`src/lf_wakeup_cfg.svh`:
```
// timing constants, register addresses and status bit positions for the wake-up header filter
`ifndef LF_WAKEUP_CFG_SVH
`define LF_WAKEUP_CFG_SVH
// system clock rate, kHz
`define CLK_KHZ 20000
// internal rc oscillator rate, kHz (one tick per divider wrap)
`define RC_KHZ 32
// settling time in microseconds, and the matching number of rc ticks
`define AGC_SETTLE_US 3500
`define AGC_SETTLE_TICKS ((`AGC_SETTLE_US * `RC_KHZ) / 1000)
// gap after settling and the restart gap after an overlong high, in microseconds
`define SETTLE_GAP_US 500
`define SETTLE_GAP_TICKS ((`SETTLE_GAP_US * `RC_KHZ) / 1000)
`define RESTART_GAP_US 500
`define RESTART_GAP_TICKS ((`RESTART_GAP_US * `RC_KHZ) / 1000)
// longest tolerated carrier dropout during the high, in microseconds
`define DROPOUT_US 56
`define DROPOUT_TICKS ((`DROPOUT_US * `RC_KHZ + 999) / 1000)
// alarm time for a signal that never passes, in microseconds
`define ALARM_US 32000
`define ALARM_TICKS ((`ALARM_US * `RC_KHZ) / 1000)
// duration table in milliseconds; ticks are ms times rc kHz
`define MS_1 1
`define MS_2 2
`define MS_3 3
`define MS_4 4
`define MS_5 5
`define MS_6 6
`define MS_8 8
`define MS_10 10
// register addresses on the software port
`define ADDR_CFG0 3'h0
`define ADDR_CFG5 3'h5
`define ADDR_STAT 3'h7
// status bit positions
`define STAT_WAKE_LSB 2
`define STAT_AGC_BIT 5
// reset value of the status word
`define STAT_RESET 9'h000
`endif

```
`src/lf_wakeup_pkg.sv`:
```
// types shared by the wake-up header filter files
package lf_wakeup_pkg;
  // filter configuration as written by software
  typedef struct packed {
    logic [1:0] headerHighSel;
    logic [1:0] headerLowSel;
    logic agcGatedOutputEn;
  } filter_cfg_t;
  // settling phases
  typedef enum logic [2:0] {SET_IDLE, SET_SETTLE, SET_GAP, SET_RUN} settle_st_t;
  // filter phases
  typedef enum logic [2:0] {FLT_WAIT_RISE, FLT_HIGH, FLT_LOW, FLT_PASS, FLT_RESTART_GAP} filt_st_t;
endpackage : lf_wakeup_pkg

```
`src/rc_tick_gen.sv`:
```
// divides the system clock into ticks of the internal rc oscillator
`timescale 1ns/1ps
`include "lf_wakeup_cfg.svh"
module rc_tick_gen #(
  parameter int CLK_KHZ = `CLK_KHZ,
  parameter int RC_KHZ = `RC_KHZ
) (
  // clock and reset
  input wire logic clk,
  input wire logic rstSync_b,
  // restart the oscillator phase on soft reset
  input wire logic restart,
  // one cycle per rc period
  output logic tick
);
  localparam int DIV = CLK_KHZ / RC_KHZ;
  initial begin
    if (DIV < 2) $error("rc_tick_gen: divider too small");
  end
  typedef struct packed {
    logic [15:0] cnt;
    logic tick;
  } st_t;
  st_t st_r, st_nxt;
  // count down, wrap and pulse
  always_comb begin
    st_nxt = st_r;
    st_nxt.tick = 1'b0;
    if (restart) begin
      st_nxt.cnt = 16'(DIV - 1);
    end else if (st_r.cnt == 16'h0000) begin
      st_nxt.cnt = 16'(DIV - 1);
      st_nxt.tick = 1'b1;
    end else begin
      st_nxt.cnt = st_r.cnt - 16'h0001;
    end
  end
  always_ff @(posedge clk or negedge rstSync_b) begin
    if (!rstSync_b) st_r <= '0;
    else st_r <= st_nxt;
  end
  assign tick = st_r.tick;
endmodule : rc_tick_gen

```
`src/filter_limits.sv`:
```
// looks up minimum high, minimum low and maximum period in rc ticks
`timescale 1ns/1ps
`include "lf_wakeup_cfg.svh"
module filter_limits #(
  parameter int W = 10
) (
  // selections
  input wire logic [1:0] headerHighSel,
  input wire logic [1:0] headerLowSel,
  // limits
  output logic [W-1:0] minHighTime,
  output logic [W-1:0] minLowTime,
  output logic [W-1:0] maxPeriodTime
);
  initial begin
    if (W < 9) $error("filter_limits: width too small for 10 ms");
  end
  // table lookup, constants in ms scaled to ticks
  always_comb begin
    int hi, lo, per;
    hi = `MS_1;
    lo = `MS_1;
    per = `MS_3;
    case (headerHighSel)
      2'h2: hi = `MS_2;
      2'h3: hi = `MS_4;
      default: hi = `MS_1;
    endcase
    case (headerLowSel)
      2'h2: lo = `MS_2;
      2'h3: lo = `MS_4;
      default: lo = `MS_1;
    endcase
    // period grows with both selections
    case ({hi[2:0], lo[2:0]})
      {3'h1, 3'h1}: per = `MS_3;
      {3'h1, 3'h2}: per = `MS_4;
      {3'h1, 3'h4}: per = `MS_6;
      {3'h2, 3'h1}: per = `MS_4;
      {3'h2, 3'h2}: per = `MS_5;
      {3'h2, 3'h4}: per = `MS_8;
      {3'h4, 3'h1}: per = `MS_6;
      {3'h4, 3'h2}: per = `MS_8;
      {3'h4, 3'h4}: per = `MS_10;
      default: per = `MS_10;
    endcase
    minHighTime = W'(hi * `RC_KHZ);
    minLowTime = W'(lo * `RC_KHZ);
    maxPeriodTime = W'(per * `RC_KHZ);
  end
endmodule : filter_limits

```
`src/lf_wakeup_header_filter.sv`:
```
// wake-up qualification: agc settling timer and configurable header filter
// Functional notes
// - hold filter reset for 3.5 ms settling
// - input low at settle end aborts, soft reset
// - per-channel wake bits in status 4:2
// - data output disabled until header matches
// - high select 1/2/4 ms, low 1/1/2/4
// - maximum period 3 to 10 ms
// - high rise-to-fall within min and max
// - low fall-to-rise within min and max
// - high plus low must not exceed max
// - high select 00 disables filter, passes all
// - violations reset filter, need new sequence
// - dropout over 56 us during high resets; code resets only before minimum high, later the dropout starts the low phase
// - serial soft reset command resets filter
// - after long high, gap then new rise
// - filter starts right after settle gap
// - agc active flag in status bit 5
// - gated option holds outputs until agc active
// - all timing counted on 32 kHz ticks
// - OR of three channels feeds filter
// - alarm after 32 ms failing signal
// - soft reset leaves configuration unchanged
//
// The address map and strobed register access were decided locally.
`timescale 1ns/1ps
`include "lf_wakeup_cfg.svh"
module lf_wakeup_header_filter #(
  parameter int CH = 3,
  parameter int CW = 11
) (
  // clock and reset
  input wire logic clk,
  input wire logic rst_b,
  // sliced data per channel, carrier clock and agc regulating level
  input wire logic [CH-1:0] chanData,
  input wire logic carrierClk,
  input wire logic agcRegulating,
  // serial command decode strobes
  input wire logic softResetCmd,
  // register port
  input wire logic [2:0] regAddr,
  input wire logic [8:0] regWdata,
  input wire logic regWr,
  input wire logic regRd,
  output logic [8:0] regRdata,
  // pins and flags to the microcontroller side
  output logic demodDataOut,
  output logic carrierOut,
  output logic dataEnabled,
  output logic alarm,
  output logic softResetPulse
);
  // register 0 holds header selections, register 5 the gated option, register 7 status
  localparam logic [2:0] ADDR_CFG0 = `ADDR_CFG0;
  localparam logic [2:0] ADDR_CFG5 = `ADDR_CFG5;
  localparam logic [2:0] ADDR_STAT = `ADDR_STAT;
  initial begin
    if (CH != 3) $error("lf_wakeup_header_filter: three channels only");
    if (CW < 11) $error("lf_wakeup_header_filter: counter too narrow");
  end

  // reset synchroniser, release through two flops
  logic rstMeta_r, rstSync_b;
  always_ff @(posedge clk or negedge rst_b) begin
    if (!rst_b) begin
      rstMeta_r <= 1'b0;
      rstSync_b <= 1'b0;
    end else begin
      rstMeta_r <= 1'b1;
      rstSync_b <= rstMeta_r;
    end
  end

  // whole module state
  typedef struct packed {
    lf_wakeup_pkg::filter_cfg_t cfg;
    lf_wakeup_pkg::settle_st_t sst;
    lf_wakeup_pkg::filt_st_t fst;
    logic [CW-1:0] settleCnt;
    logic [CW-1:0] highCnt;
    logic [CW-1:0] lowCnt;
    logic [CW-1:0] gapCnt;
    logic [CW-1:0] alarmCnt;
    logic [2:0] wakeBits;
    logic dataPrev;
    logic agcFlag;
    logic enabled;
    logic alarm;
    logic softRst;
    logic dout;
    logic cout;
    logic [8:0] rdata;
  } st_t;
  st_t st_r, st_nxt;

  logic tick;
  logic [CW-1:0] minHighTime, minLowTime, maxPeriodTime;
  logic dataOr;

  // rc tick, restarted on soft reset
  rc_tick_gen u_tick (
    .clk(clk),
    .rstSync_b(rstSync_b),
    .restart(st_r.softRst),
    .tick(tick)
  );

  // duration limits from the selections
  filter_limits #(.W(CW)) u_lim (
    .headerHighSel(st_r.cfg.headerHighSel),
    .headerLowSel(st_r.cfg.headerLowSel),
    .minHighTime(minHighTime),
    .minLowTime(minLowTime),
    .maxPeriodTime(maxPeriodTime)
  );

  // combine channels before the filter
  assign dataOr = |chanData;

  // next-state logic
  always_comb begin
    logic filterOff, rise, fall, softEvt, fltReset;
    filterOff = 1'b0;
    rise = 1'b0;
    fall = 1'b0;
    softEvt = 1'b0;
    fltReset = 1'b0;
    st_nxt = st_r;
    st_nxt.softRst = 1'b0;
    st_nxt.rdata = 9'h000;
    filterOff = (st_r.cfg.headerHighSel == 2'h0);
    rise = dataOr && !st_r.dataPrev;
    fall = !dataOr && st_r.dataPrev;
    st_nxt.agcFlag = agcRegulating;

    // register writes steer the filter; configuration survives soft reset
    if (regWr && regAddr == ADDR_CFG0) begin
      st_nxt.cfg.headerHighSel = regWdata[8:7];
      st_nxt.cfg.headerLowSel = regWdata[6:5];
    end
    if (regWr && regAddr == ADDR_CFG5) begin
      st_nxt.cfg.agcGatedOutputEn = regWdata[7];
    end
    // reads answer next cycle; unmapped addresses read zero
    if (regRd) begin
      case (regAddr)
        ADDR_CFG0: st_nxt.rdata = {st_r.cfg.headerHighSel, st_r.cfg.headerLowSel, 5'h00};
        ADDR_CFG5: st_nxt.rdata = {1'b0, st_r.cfg.agcGatedOutputEn, 7'h00};
        ADDR_STAT: st_nxt.rdata = {3'h0, st_r.agcFlag, st_r.wakeBits, 2'h0};
        default: st_nxt.rdata = 9'h000;
      endcase
    end

    // settling timer, counted in rc ticks
    if (tick) st_nxt.dataPrev = dataOr;
    case (st_r.sst)
      lf_wakeup_pkg::SET_IDLE: begin
        if (dataOr) begin
          st_nxt.sst = lf_wakeup_pkg::SET_SETTLE;
          st_nxt.settleCnt = '0;
        end
      end
      lf_wakeup_pkg::SET_SETTLE: begin
        if (tick) begin
          st_nxt.settleCnt = st_r.settleCnt + 1'b1;
          if (st_r.settleCnt == CW'(`AGC_SETTLE_TICKS - 1)) begin
            if (!dataOr) begin
              softEvt = 1'b1;
            end else begin
              st_nxt.wakeBits = st_r.wakeBits | chanData;
              st_nxt.sst = lf_wakeup_pkg::SET_GAP;
              st_nxt.gapCnt = '0;
            end
          end
        end
      end
      lf_wakeup_pkg::SET_GAP: begin
        if (tick) begin
          st_nxt.gapCnt = st_r.gapCnt + 1'b1;
          if (st_r.gapCnt == CW'(`SETTLE_GAP_TICKS - 1)) begin
            st_nxt.sst = lf_wakeup_pkg::SET_RUN;
            st_nxt.fst = lf_wakeup_pkg::FLT_WAIT_RISE;
            st_nxt.dataPrev = 1'b0;
            st_nxt.alarmCnt = '0;
          end
        end
      end
      lf_wakeup_pkg::SET_RUN: begin
        // header evaluation on every rc tick
        if (tick) begin
          case (st_r.fst)
            lf_wakeup_pkg::FLT_WAIT_RISE: begin
              if (rise || (dataOr && st_r.highCnt == '0)) begin
                st_nxt.fst = lf_wakeup_pkg::FLT_HIGH;
                st_nxt.highCnt = CW'(1);
                st_nxt.lowCnt = '0;
              end
            end
            lf_wakeup_pkg::FLT_HIGH: begin
              if (dataOr) begin
                st_nxt.highCnt = st_r.highCnt + 1'b1;
                st_nxt.lowCnt = '0;
                if (st_r.highCnt >= maxPeriodTime) begin
                  fltReset = 1'b1;
                  st_nxt.fst = lf_wakeup_pkg::FLT_RESTART_GAP;
                  st_nxt.gapCnt = '0;
                end
              end else if (st_r.lowCnt < CW'(`DROPOUT_TICKS)) begin
                // short dropout: tolerated, still timing high
                st_nxt.lowCnt = st_r.lowCnt + 1'b1;
                st_nxt.highCnt = st_r.highCnt + 1'b1;
              end else if (st_r.highCnt < minHighTime) begin
                fltReset = 1'b1;
              end else begin
                st_nxt.fst = lf_wakeup_pkg::FLT_LOW;
              end
            end
            lf_wakeup_pkg::FLT_LOW: begin
              if (!dataOr) begin
                st_nxt.lowCnt = st_r.lowCnt + 1'b1;
                if (st_r.lowCnt >= maxPeriodTime ||
                    st_r.highCnt + st_r.lowCnt >= maxPeriodTime) begin
                  fltReset = 1'b1;
                end
              end else if (st_r.lowCnt < minLowTime) begin
                fltReset = 1'b1;
              end else begin
                st_nxt.fst = lf_wakeup_pkg::FLT_PASS;
              end
            end
            lf_wakeup_pkg::FLT_PASS: begin
              st_nxt.fst = lf_wakeup_pkg::FLT_PASS;
            end
            lf_wakeup_pkg::FLT_RESTART_GAP: begin
              if (st_r.gapCnt >= CW'(`RESTART_GAP_TICKS) && rise) begin
                st_nxt.fst = lf_wakeup_pkg::FLT_HIGH;
                st_nxt.highCnt = CW'(1);
                st_nxt.lowCnt = '0;
              end else if (st_r.gapCnt < CW'(`RESTART_GAP_TICKS)) begin
                st_nxt.gapCnt = st_r.gapCnt + 1'b1;
              end
            end
            default: st_nxt.fst = lf_wakeup_pkg::FLT_WAIT_RISE;
          endcase
          // alarm on a signal that keeps failing
          if (!filterOff && st_r.fst != lf_wakeup_pkg::FLT_PASS && dataOr) begin
            if (st_r.alarmCnt >= CW'(`ALARM_TICKS - 1)) st_nxt.alarm = 1'b1;
            else st_nxt.alarmCnt = st_r.alarmCnt + 1'b1;
          end
        end
        if (fltReset) begin
          st_nxt.highCnt = '0;
          st_nxt.lowCnt = '0;
          if (st_nxt.fst != lf_wakeup_pkg::FLT_RESTART_GAP) st_nxt.fst = lf_wakeup_pkg::FLT_WAIT_RISE;
        end
      end
      default: st_nxt.sst = lf_wakeup_pkg::SET_IDLE;
    endcase

    // alarm clears when filter is off or output enabled
    if (filterOff || st_r.enabled) begin
      st_nxt.alarm = 1'b0;
      st_nxt.alarmCnt = '0;
    end
    // enable when the header passed or the filter is off
    st_nxt.enabled = (st_r.sst == lf_wakeup_pkg::SET_RUN) &&
                     (filterOff || st_nxt.fst == lf_wakeup_pkg::FLT_PASS);

    // soft reset reinitialises settling and filter state; configuration, wake bits and alarm are kept
    if (softResetCmd || softEvt) begin
      st_nxt.softRst = 1'b1;
      st_nxt.sst = lf_wakeup_pkg::SET_IDLE;
      st_nxt.fst = lf_wakeup_pkg::FLT_WAIT_RISE;
      st_nxt.settleCnt = '0;
      st_nxt.highCnt = '0;
      st_nxt.lowCnt = '0;
      st_nxt.gapCnt = '0;
      st_nxt.alarmCnt = '0;
      st_nxt.enabled = 1'b0;
      st_nxt.dataPrev = 1'b0;
      st_nxt.cfg = st_r.cfg;
    end

    // data output gated by enable, both outputs optionally by agc activity
    st_nxt.dout = st_r.enabled && dataOr &&
                  (!st_r.cfg.agcGatedOutputEn || st_r.agcFlag);
    st_nxt.cout = carrierClk && (!st_r.cfg.agcGatedOutputEn || st_r.agcFlag);
  end

  // state register
  always_ff @(posedge clk or negedge rstSync_b) begin
    if (!rstSync_b) begin
      st_r <= '0;
    end else begin
      st_r <= st_nxt;
    end
  end

  assign regRdata = st_r.rdata;
  assign demodDataOut = st_r.dout;
  assign carrierOut = st_r.cout;
  assign dataEnabled = st_r.enabled;
  assign alarm = st_r.alarm;
  assign softResetPulse = st_r.softRst;

  // data never appears before the enable
  chk_data_gated: assert property (@(posedge clk) disable iff (!rstSync_b)
    demodDataOut |-> $past(st_r.enabled))
    else $error("data output while filter not passed");
  // filter off means no enable without running state
  chk_enable_run: assert property (@(posedge clk) disable iff (!rstSync_b)
    dataEnabled |-> $past(st_r.sst) == lf_wakeup_pkg::SET_RUN)
    else $error("output enabled outside run phase");
  // command soft reset drops the enable next cycle
  chk_soft_reset: assert property (@(posedge clk) disable iff (!rstSync_b)
    softResetCmd |=> !dataEnabled && softResetPulse)
    else $error("soft reset did not clear enable");
  // gating by agc
  chk_agc_gate: assert property (@(posedge clk) disable iff (!rstSync_b)
    (st_r.cfg.agcGatedOutputEn && !st_r.agcFlag) |=> !demodDataOut && !carrierOut)
    else $error("output while agc inactive and gated");
  // agc flag follows its source one cycle later
  chk_agc_flag: assert property (@(posedge clk) disable iff (!rstSync_b)
    agcRegulating |=> st_r.agcFlag)
    else $error("agc flag not set");
  // configuration kept across soft reset
  chk_cfg_keep: assert property (@(posedge clk) disable iff (!rstSync_b)
    (softResetCmd && !regWr) |=> $stable(st_r.cfg))
    else $error("soft reset changed configuration");
  // pass holds until a reset event
  chk_pass_hold: assert property (@(posedge clk) disable iff (!rstSync_b)
    (dataEnabled && !softResetCmd && !st_nxt.softRst && st_r.cfg.headerHighSel != 2'h0
     && $stable(st_r.cfg)) |=> dataEnabled)
    else $error("enable dropped without reset");
  // alarm only with the filter on
  chk_alarm_off: assert property (@(posedge clk) disable iff (!rstSync_b)
    (st_r.cfg.headerHighSel == 2'h0) |=> ##1 !alarm)
    else $error("alarm with filter disabled");
endmodule : lf_wakeup_header_filter

```
`config.mk`:
```
export PLATFORM = sky130hd
export DESIGN_NAME = lf_wakeup_header_filter
export DESIGN_NICKNAME = d
export VERILOG_FILES = /design/src/lf_wakeup_pkg.sv /design/src/rc_tick_gen.sv /design/src/filter_limits.sv /design/src/lf_wakeup_header_filter.sv
export VERILOG_INCLUDE_DIRS = /design/src
export SDC_FILE = /design/constraint.sdc
export NUM_CORES = 1
export LEC_CHECK = 0
export ABC_AREA = 1
export BUFFER_PORTS_ARGS = -buffer_cell sky130_fd_sc_hd__buf_4
export CORE_UTILIZATION = 30
export DETAILED_ROUTE_END_ITERATION = 8
export PLACE_DENSITY = 0.56
export REMOVE_ABC_BUFFERS = 1
export SLEW_MARGIN = 5
export SYNTH_ARGS = -nofsm -noshare
export SYNTH_HDL_FRONTEND = slang
export SYNTH_SLANG_ARGS = --single-unit
```
`constraint.sdc`:
```
create_clock -name clk -period 4.48 [get_ports clk]
set_clock_uncertainty 0.1 [all_clocks]
set_input_delay 0.448 -clock clk [delete_from_list [all_inputs] [get_ports clk]]
set_output_delay 0.448 -clock clk [all_outputs]
set_load 0.02 [all_outputs]
```
==> flow_results.xml <==
<?xml version="1.0" encoding="UTF-8"?>
<metrics>
  <group name="critical_path">
    <metric name="worstPathBufferInverterCount" unit="">4</metric>
    <metric name="endpoint_kind" unit="">flop</metric>
    <metric name="cpMaxStageDelayCell" unit="">sky130_fd_sc_hd__dfrtp_1</metric>
    <metric name="timing.critical_path.mode_cell" unit="">sky130_fd_sc_hd__nand2_1</metric>
    <metric name="criticalPathCategory" unit="">flop to flop</metric>
    <metric name="critical-path-top-delay-family" unit="">simple AND/OR/NAND/NOR gates</metric>
    <metric name="worstPathArrival" unit="ns">4.16</metric>
    <metric name="critical_path.max_stage_delay" unit="ns">0.41</metric>
    <metric name="type_of_element_launching_the_critical_path" unit="">flop</metric>
    <metric name="worst-endpoint-required" unit="ns">4.63</metric>
    <metric name="r2r_slack" unit="ns">0.47</metric>
    <metric name="critPathMaxFanout" unit="">10</metric>
  </group>
  <group name="power">
    <metric name="share_seq_of_total_power" unit="%">39.2</metric>
    <metric name="pwr_density_cell" unit="nW/um^2">356.1</metric>
    <metric name="netSwitchingPower" unit="mW">0.9483</metric>
    <metric name="combinationalPowerShare" unit="%">28.6</metric>
    <metric name="peakVddDrop" unit="V">0.0001887</metric>
    <metric name="power.leakage" unit="nW">3.468</metric>
    <metric name="p_clk_share" unit="%">32.2</metric>
    <metric name="cell_internal_pwr" unit="mW">1.710</metric>
    <metric name="switching_share" unit="%">35.67</metric>
  </group>
  <group name="timing">
    <metric name="fmax" unit="GHz">0.2494</metric>
    <metric name="setup_viol" unit="">0</metric>
    <metric name="finalWorstSetupSlack" unit="ns">0.4704</metric>
    <metric name="post-route-period-util" unit="%">89.50</metric>
    <metric name="timing_max_transition_violations_final" unit="">0</metric>
    <metric name="worst_slew_pin_tran" unit="ns">0.9037</metric>
    <metric name="final_hold_vio_count" unit="">0</metric>
    <metric name="tns" unit="ns">0</metric>
    <metric name="period_needed" unit="ns">4.010</metric>
    <metric name="relSlewSlack" unit="%">39.30</metric>
    <metric name="rsz0062_at_grt" unit="">no</metric>
  </group>
  <group name="global_route">
    <metric name="vias_in_the_first_global_route" unit="">5511</metric>
    <metric name="grt.total_usage" unit="%">14.50</metric>
    <metric name="antenna_violations_before_repair" unit="">0</metric>
    <metric name="grt_max_degree" unit="">61</metric>
    <metric name="global_route_wire_length_before_repair" unit="um">26370</metric>
    <metric name="grt_remaining_overflow" unit="">0</metric>
  </group>
  <group name="routing">
    <metric name="wl_per_cell" unit="um">12.34</metric>
    <metric name="wirelength_routed" unit="um">15230</metric>
    <metric name="dr.pass1.iters" unit="">5</metric>
    <metric name="post-route-drc-count" unit="">0</metric>
    <metric name="post_drt_via_cell_ratio" unit="">4.685</metric>
    <metric name="dr.first_iter.drc_count" unit="">267</metric>
    <metric name="via_count" unit="">5781</metric>
    <metric name="ant_nets" unit="">0</metric>
  </group>
  <group name="layout">
    <metric name="area_growth_syn_to_fin" unit="%">11.74</metric>
    <metric name="drive_gt1_share" unit="%">7.757</metric>
    <metric name="filler_cell_count" unit="">2299</metric>
    <metric name="fin_cells" unit="">1234</metric>
    <metric name="antenna-diode-count" unit="">0</metric>
    <metric name="multiInputGateArea" unit="um^2">3473</metric>
    <metric name="final_common_cell" unit="">sky130_fd_sc_hd__nand2_1</metric>
    <metric name="postLayoutCellArea" unit="um^2">7466</metric>
    <metric name="final-seq-area" unit="um^2">2531</metric>
    <metric name="most-common-layout-cells" unit="">sky130_fd_sc_hd__nand2_1, sky130_fd_sc_hd__inv_1, sky130_fd_sc_hd__nor2_1</metric>
    <metric name="final_net_count" unit="">1009</metric>
  </group>
  <group name="place">
    <metric name="placed_cells_incl_taps" unit="">1218</metric>
    <metric name="dpl.hpwl" unit="um">11400</metric>
    <metric name="port-buffer-count" unit="">28</metric>
    <metric name="finalWeightedCongestion" unit="">0.8261</metric>
    <metric name="placement_stage_worst_setup_slack" unit="ns">0.4891</metric>
    <metric name="dpl-instance-area" unit="um^2">7139</metric>
  </group>
  <group name="floorplanning">
    <metric name="design.portCount" unit="">36</metric>
    <metric name="die-area" unit="um^2">22870</metric>
    <metric name="die_w" unit="um">151.2</metric>
    <metric name="rows" unit="">54</metric>
    <metric name="fp.coreArea" unit="um^2">21820</metric>
    <metric name="die-height" unit="um">151.2</metric>
    <metric name="initial_cell_density_of_the_core" unit="%">30.62</metric>
  </group>
  <group name="flow_run">
    <metric name="maxcap_viol_count" unit="">0</metric>
  </group>
  <group name="clock_network">
    <metric name="post_cts.repair.setup_buffers" unit="">0</metric>
    <metric name="clock_buffers_created_by_tritoncts" unit="">9</metric>
    <metric name="clock_tree.htree_level_count" unit="">3</metric>
    <metric name="clock_sink_count" unit="">101</metric>
    <metric name="cts.root.buffer_cell" unit="">sky130_fd_sc_hd__clkbuf_16</metric>
    <metric name="cts_max_path_buffers" unit="">2</metric>
    <metric name="worstSkewPairLatency" unit="ns">0.36</metric>
    <metric name="clkSlewWorstSetupHoldPaths" unit="ns">0.07</metric>
    <metric name="tritoncts" unit="">yes</metric>
  </group>
  <group name="synthesis">
    <metric name="async_reset_ff_share" unit="%">100.0</metric>
    <metric name="ys_types" unit="">51</metric>
    <metric name="average_size_of_a_mapped_cell" unit="um^2">7.223</metric>
    <metric name="synth.yosys.seq_area_share" unit="%">37.83</metric>
    <metric name="synth_enable_flop_cells" unit="">0</metric>
    <metric name="synth-main-ff-cell" unit="">sky130_fd_sc_hd__dfrtp_1</metric>
    <metric name="ys_warn_count" unit="">0</metric>
    <metric name="synth-seq-cells" unit="">101</metric>
    <metric name="cells_after_synth" unit="">925</metric>
    <metric name="post_synth_instance_area" unit="um^2">6681</metric>
  </group>
  <group name="min_path">
    <metric name="hold_path.class" unit="">input port to flop</metric>
  </group>
  <group name="status">
    <metric name="run_status" unit="">complete, no violations</metric>
  </group>
</metrics>
[state kept, by name, summed over array words and instances (netlist names)]
signal	cells
carrierOut	1
st_r	70
alarm	1
softResetPulse	1
rstSync_b	1
demodDataOut	1
u_tick.tick	1
dataEnabled	1
rstMeta_r	1
regRdata	7
u_tick.st_r	16
[metrics by stage]
stage	power [mW]	hold WS (ns)	utilization, %
floorplan	1.596	0.05241	-
global placement	1.813	0.1313	32.71
detailed placement	1.817	0.1315	32.71
CTS	2.679	0.09078	34.21
global route	2.845	0.09237	34.21
finish	2.659	0.09973	34.21
[power groups by stage]
stage               registers (mW)  logic [mW]  clock network, mW
floorplan                     1.05       0.547                  0
global placement              1.06       0.755                  0
detailed placement            1.06       0.758                  0
CTS                           1.04       0.764              0.874
global route                  1.05       0.882              0.909
finish                        1.04       0.761              0.856
[final timing paths]
check / start / endpoint / depth (start not counted)
worst max register to register: st_r[41] / st_r[43] / 30
worst min-delay path: agcRegulating / st_r[14] / 1
max in group asynchronous: rstSync_b / st_r[53] / 1
worst max-delay path: st_r[41] / st_r[43] / 30
worst min register to register: rstMeta_r / rstSync_b / 0
min in group asynchronous: rst_b / rstSync_b / 2
[area by class of cell]
type | instances | share of cell area (%)
clock buffers | 11 | 3.251
clock inverters | 4 | 0.9888
inverters | 143 | 7.190
multi-input cells | 661 | 46.52
flip-flops and latches | 101 | 33.90
well taps | 280 | 4.692
repair buffers | 34 | 3.452
[cells in the mapped netlist (11+ instances only)]
master | count | area share (%)
sky130_fd_sc_hd__a21oi_1 | 40 | 3.0
sky130_fd_sc_hd__o21ai_1 | 11 | 0.82
sky130_fd_sc_hd__inv_1 | 137 | 7.7
sky130_fd_sc_hd__nand2_1 | 220 | 12
sky130_fd_sc_hd__xor2_1 | 18 | 2.4
sky130_fd_sc_hd__ha_1 | 36 | 6.7
sky130_fd_sc_hd__dfrtp_1 | 101 | 38
sky130_fd_sc_hd__nor2_1 | 114 | 6.4
sky130_fd_sc_hd__nor3_1 | 42 | 3.1
sky130_fd_sc_hd__nand3_1 | 54 | 4.0
sky130_fd_sc_hd__buf_4 | 13 | 1.5
sky130_fd_sc_hd__nand4_1 | 13 | 1.2
sky130_fd_sc_hd__o21ai_0 | 36 | 2.7
[cell families after synthesis]
logic type,after synthesis,share of synthesized area (%)
xor gates and xnor gates,26,3.408
AOI/OAI and AO/OA,113,9.551
other,2,0.1124
adders and majority gates,37,7.041
DFF,101,37.83
muxes,1,0.1685
buffers and inverters,164,10.24
and+or+nand+nor,481,31.65
[what timing repair did]
action                     CTS  global route
hold buffers                 1             0
hold endpoints to repair     2             0
setup endpoints to repair    0             0
gates resized for setup      0             0
[routing by layer]
metal	up-vias	GRT usage, %	part of all wire [%]
li1	3013	-	-
met1	2684	19.12	50
met2	67	23.77	46
met3	17	1.988	1.9
met4	0	5.900	2.3
met5	-	0	0
(Power assumes the default switching activity.)
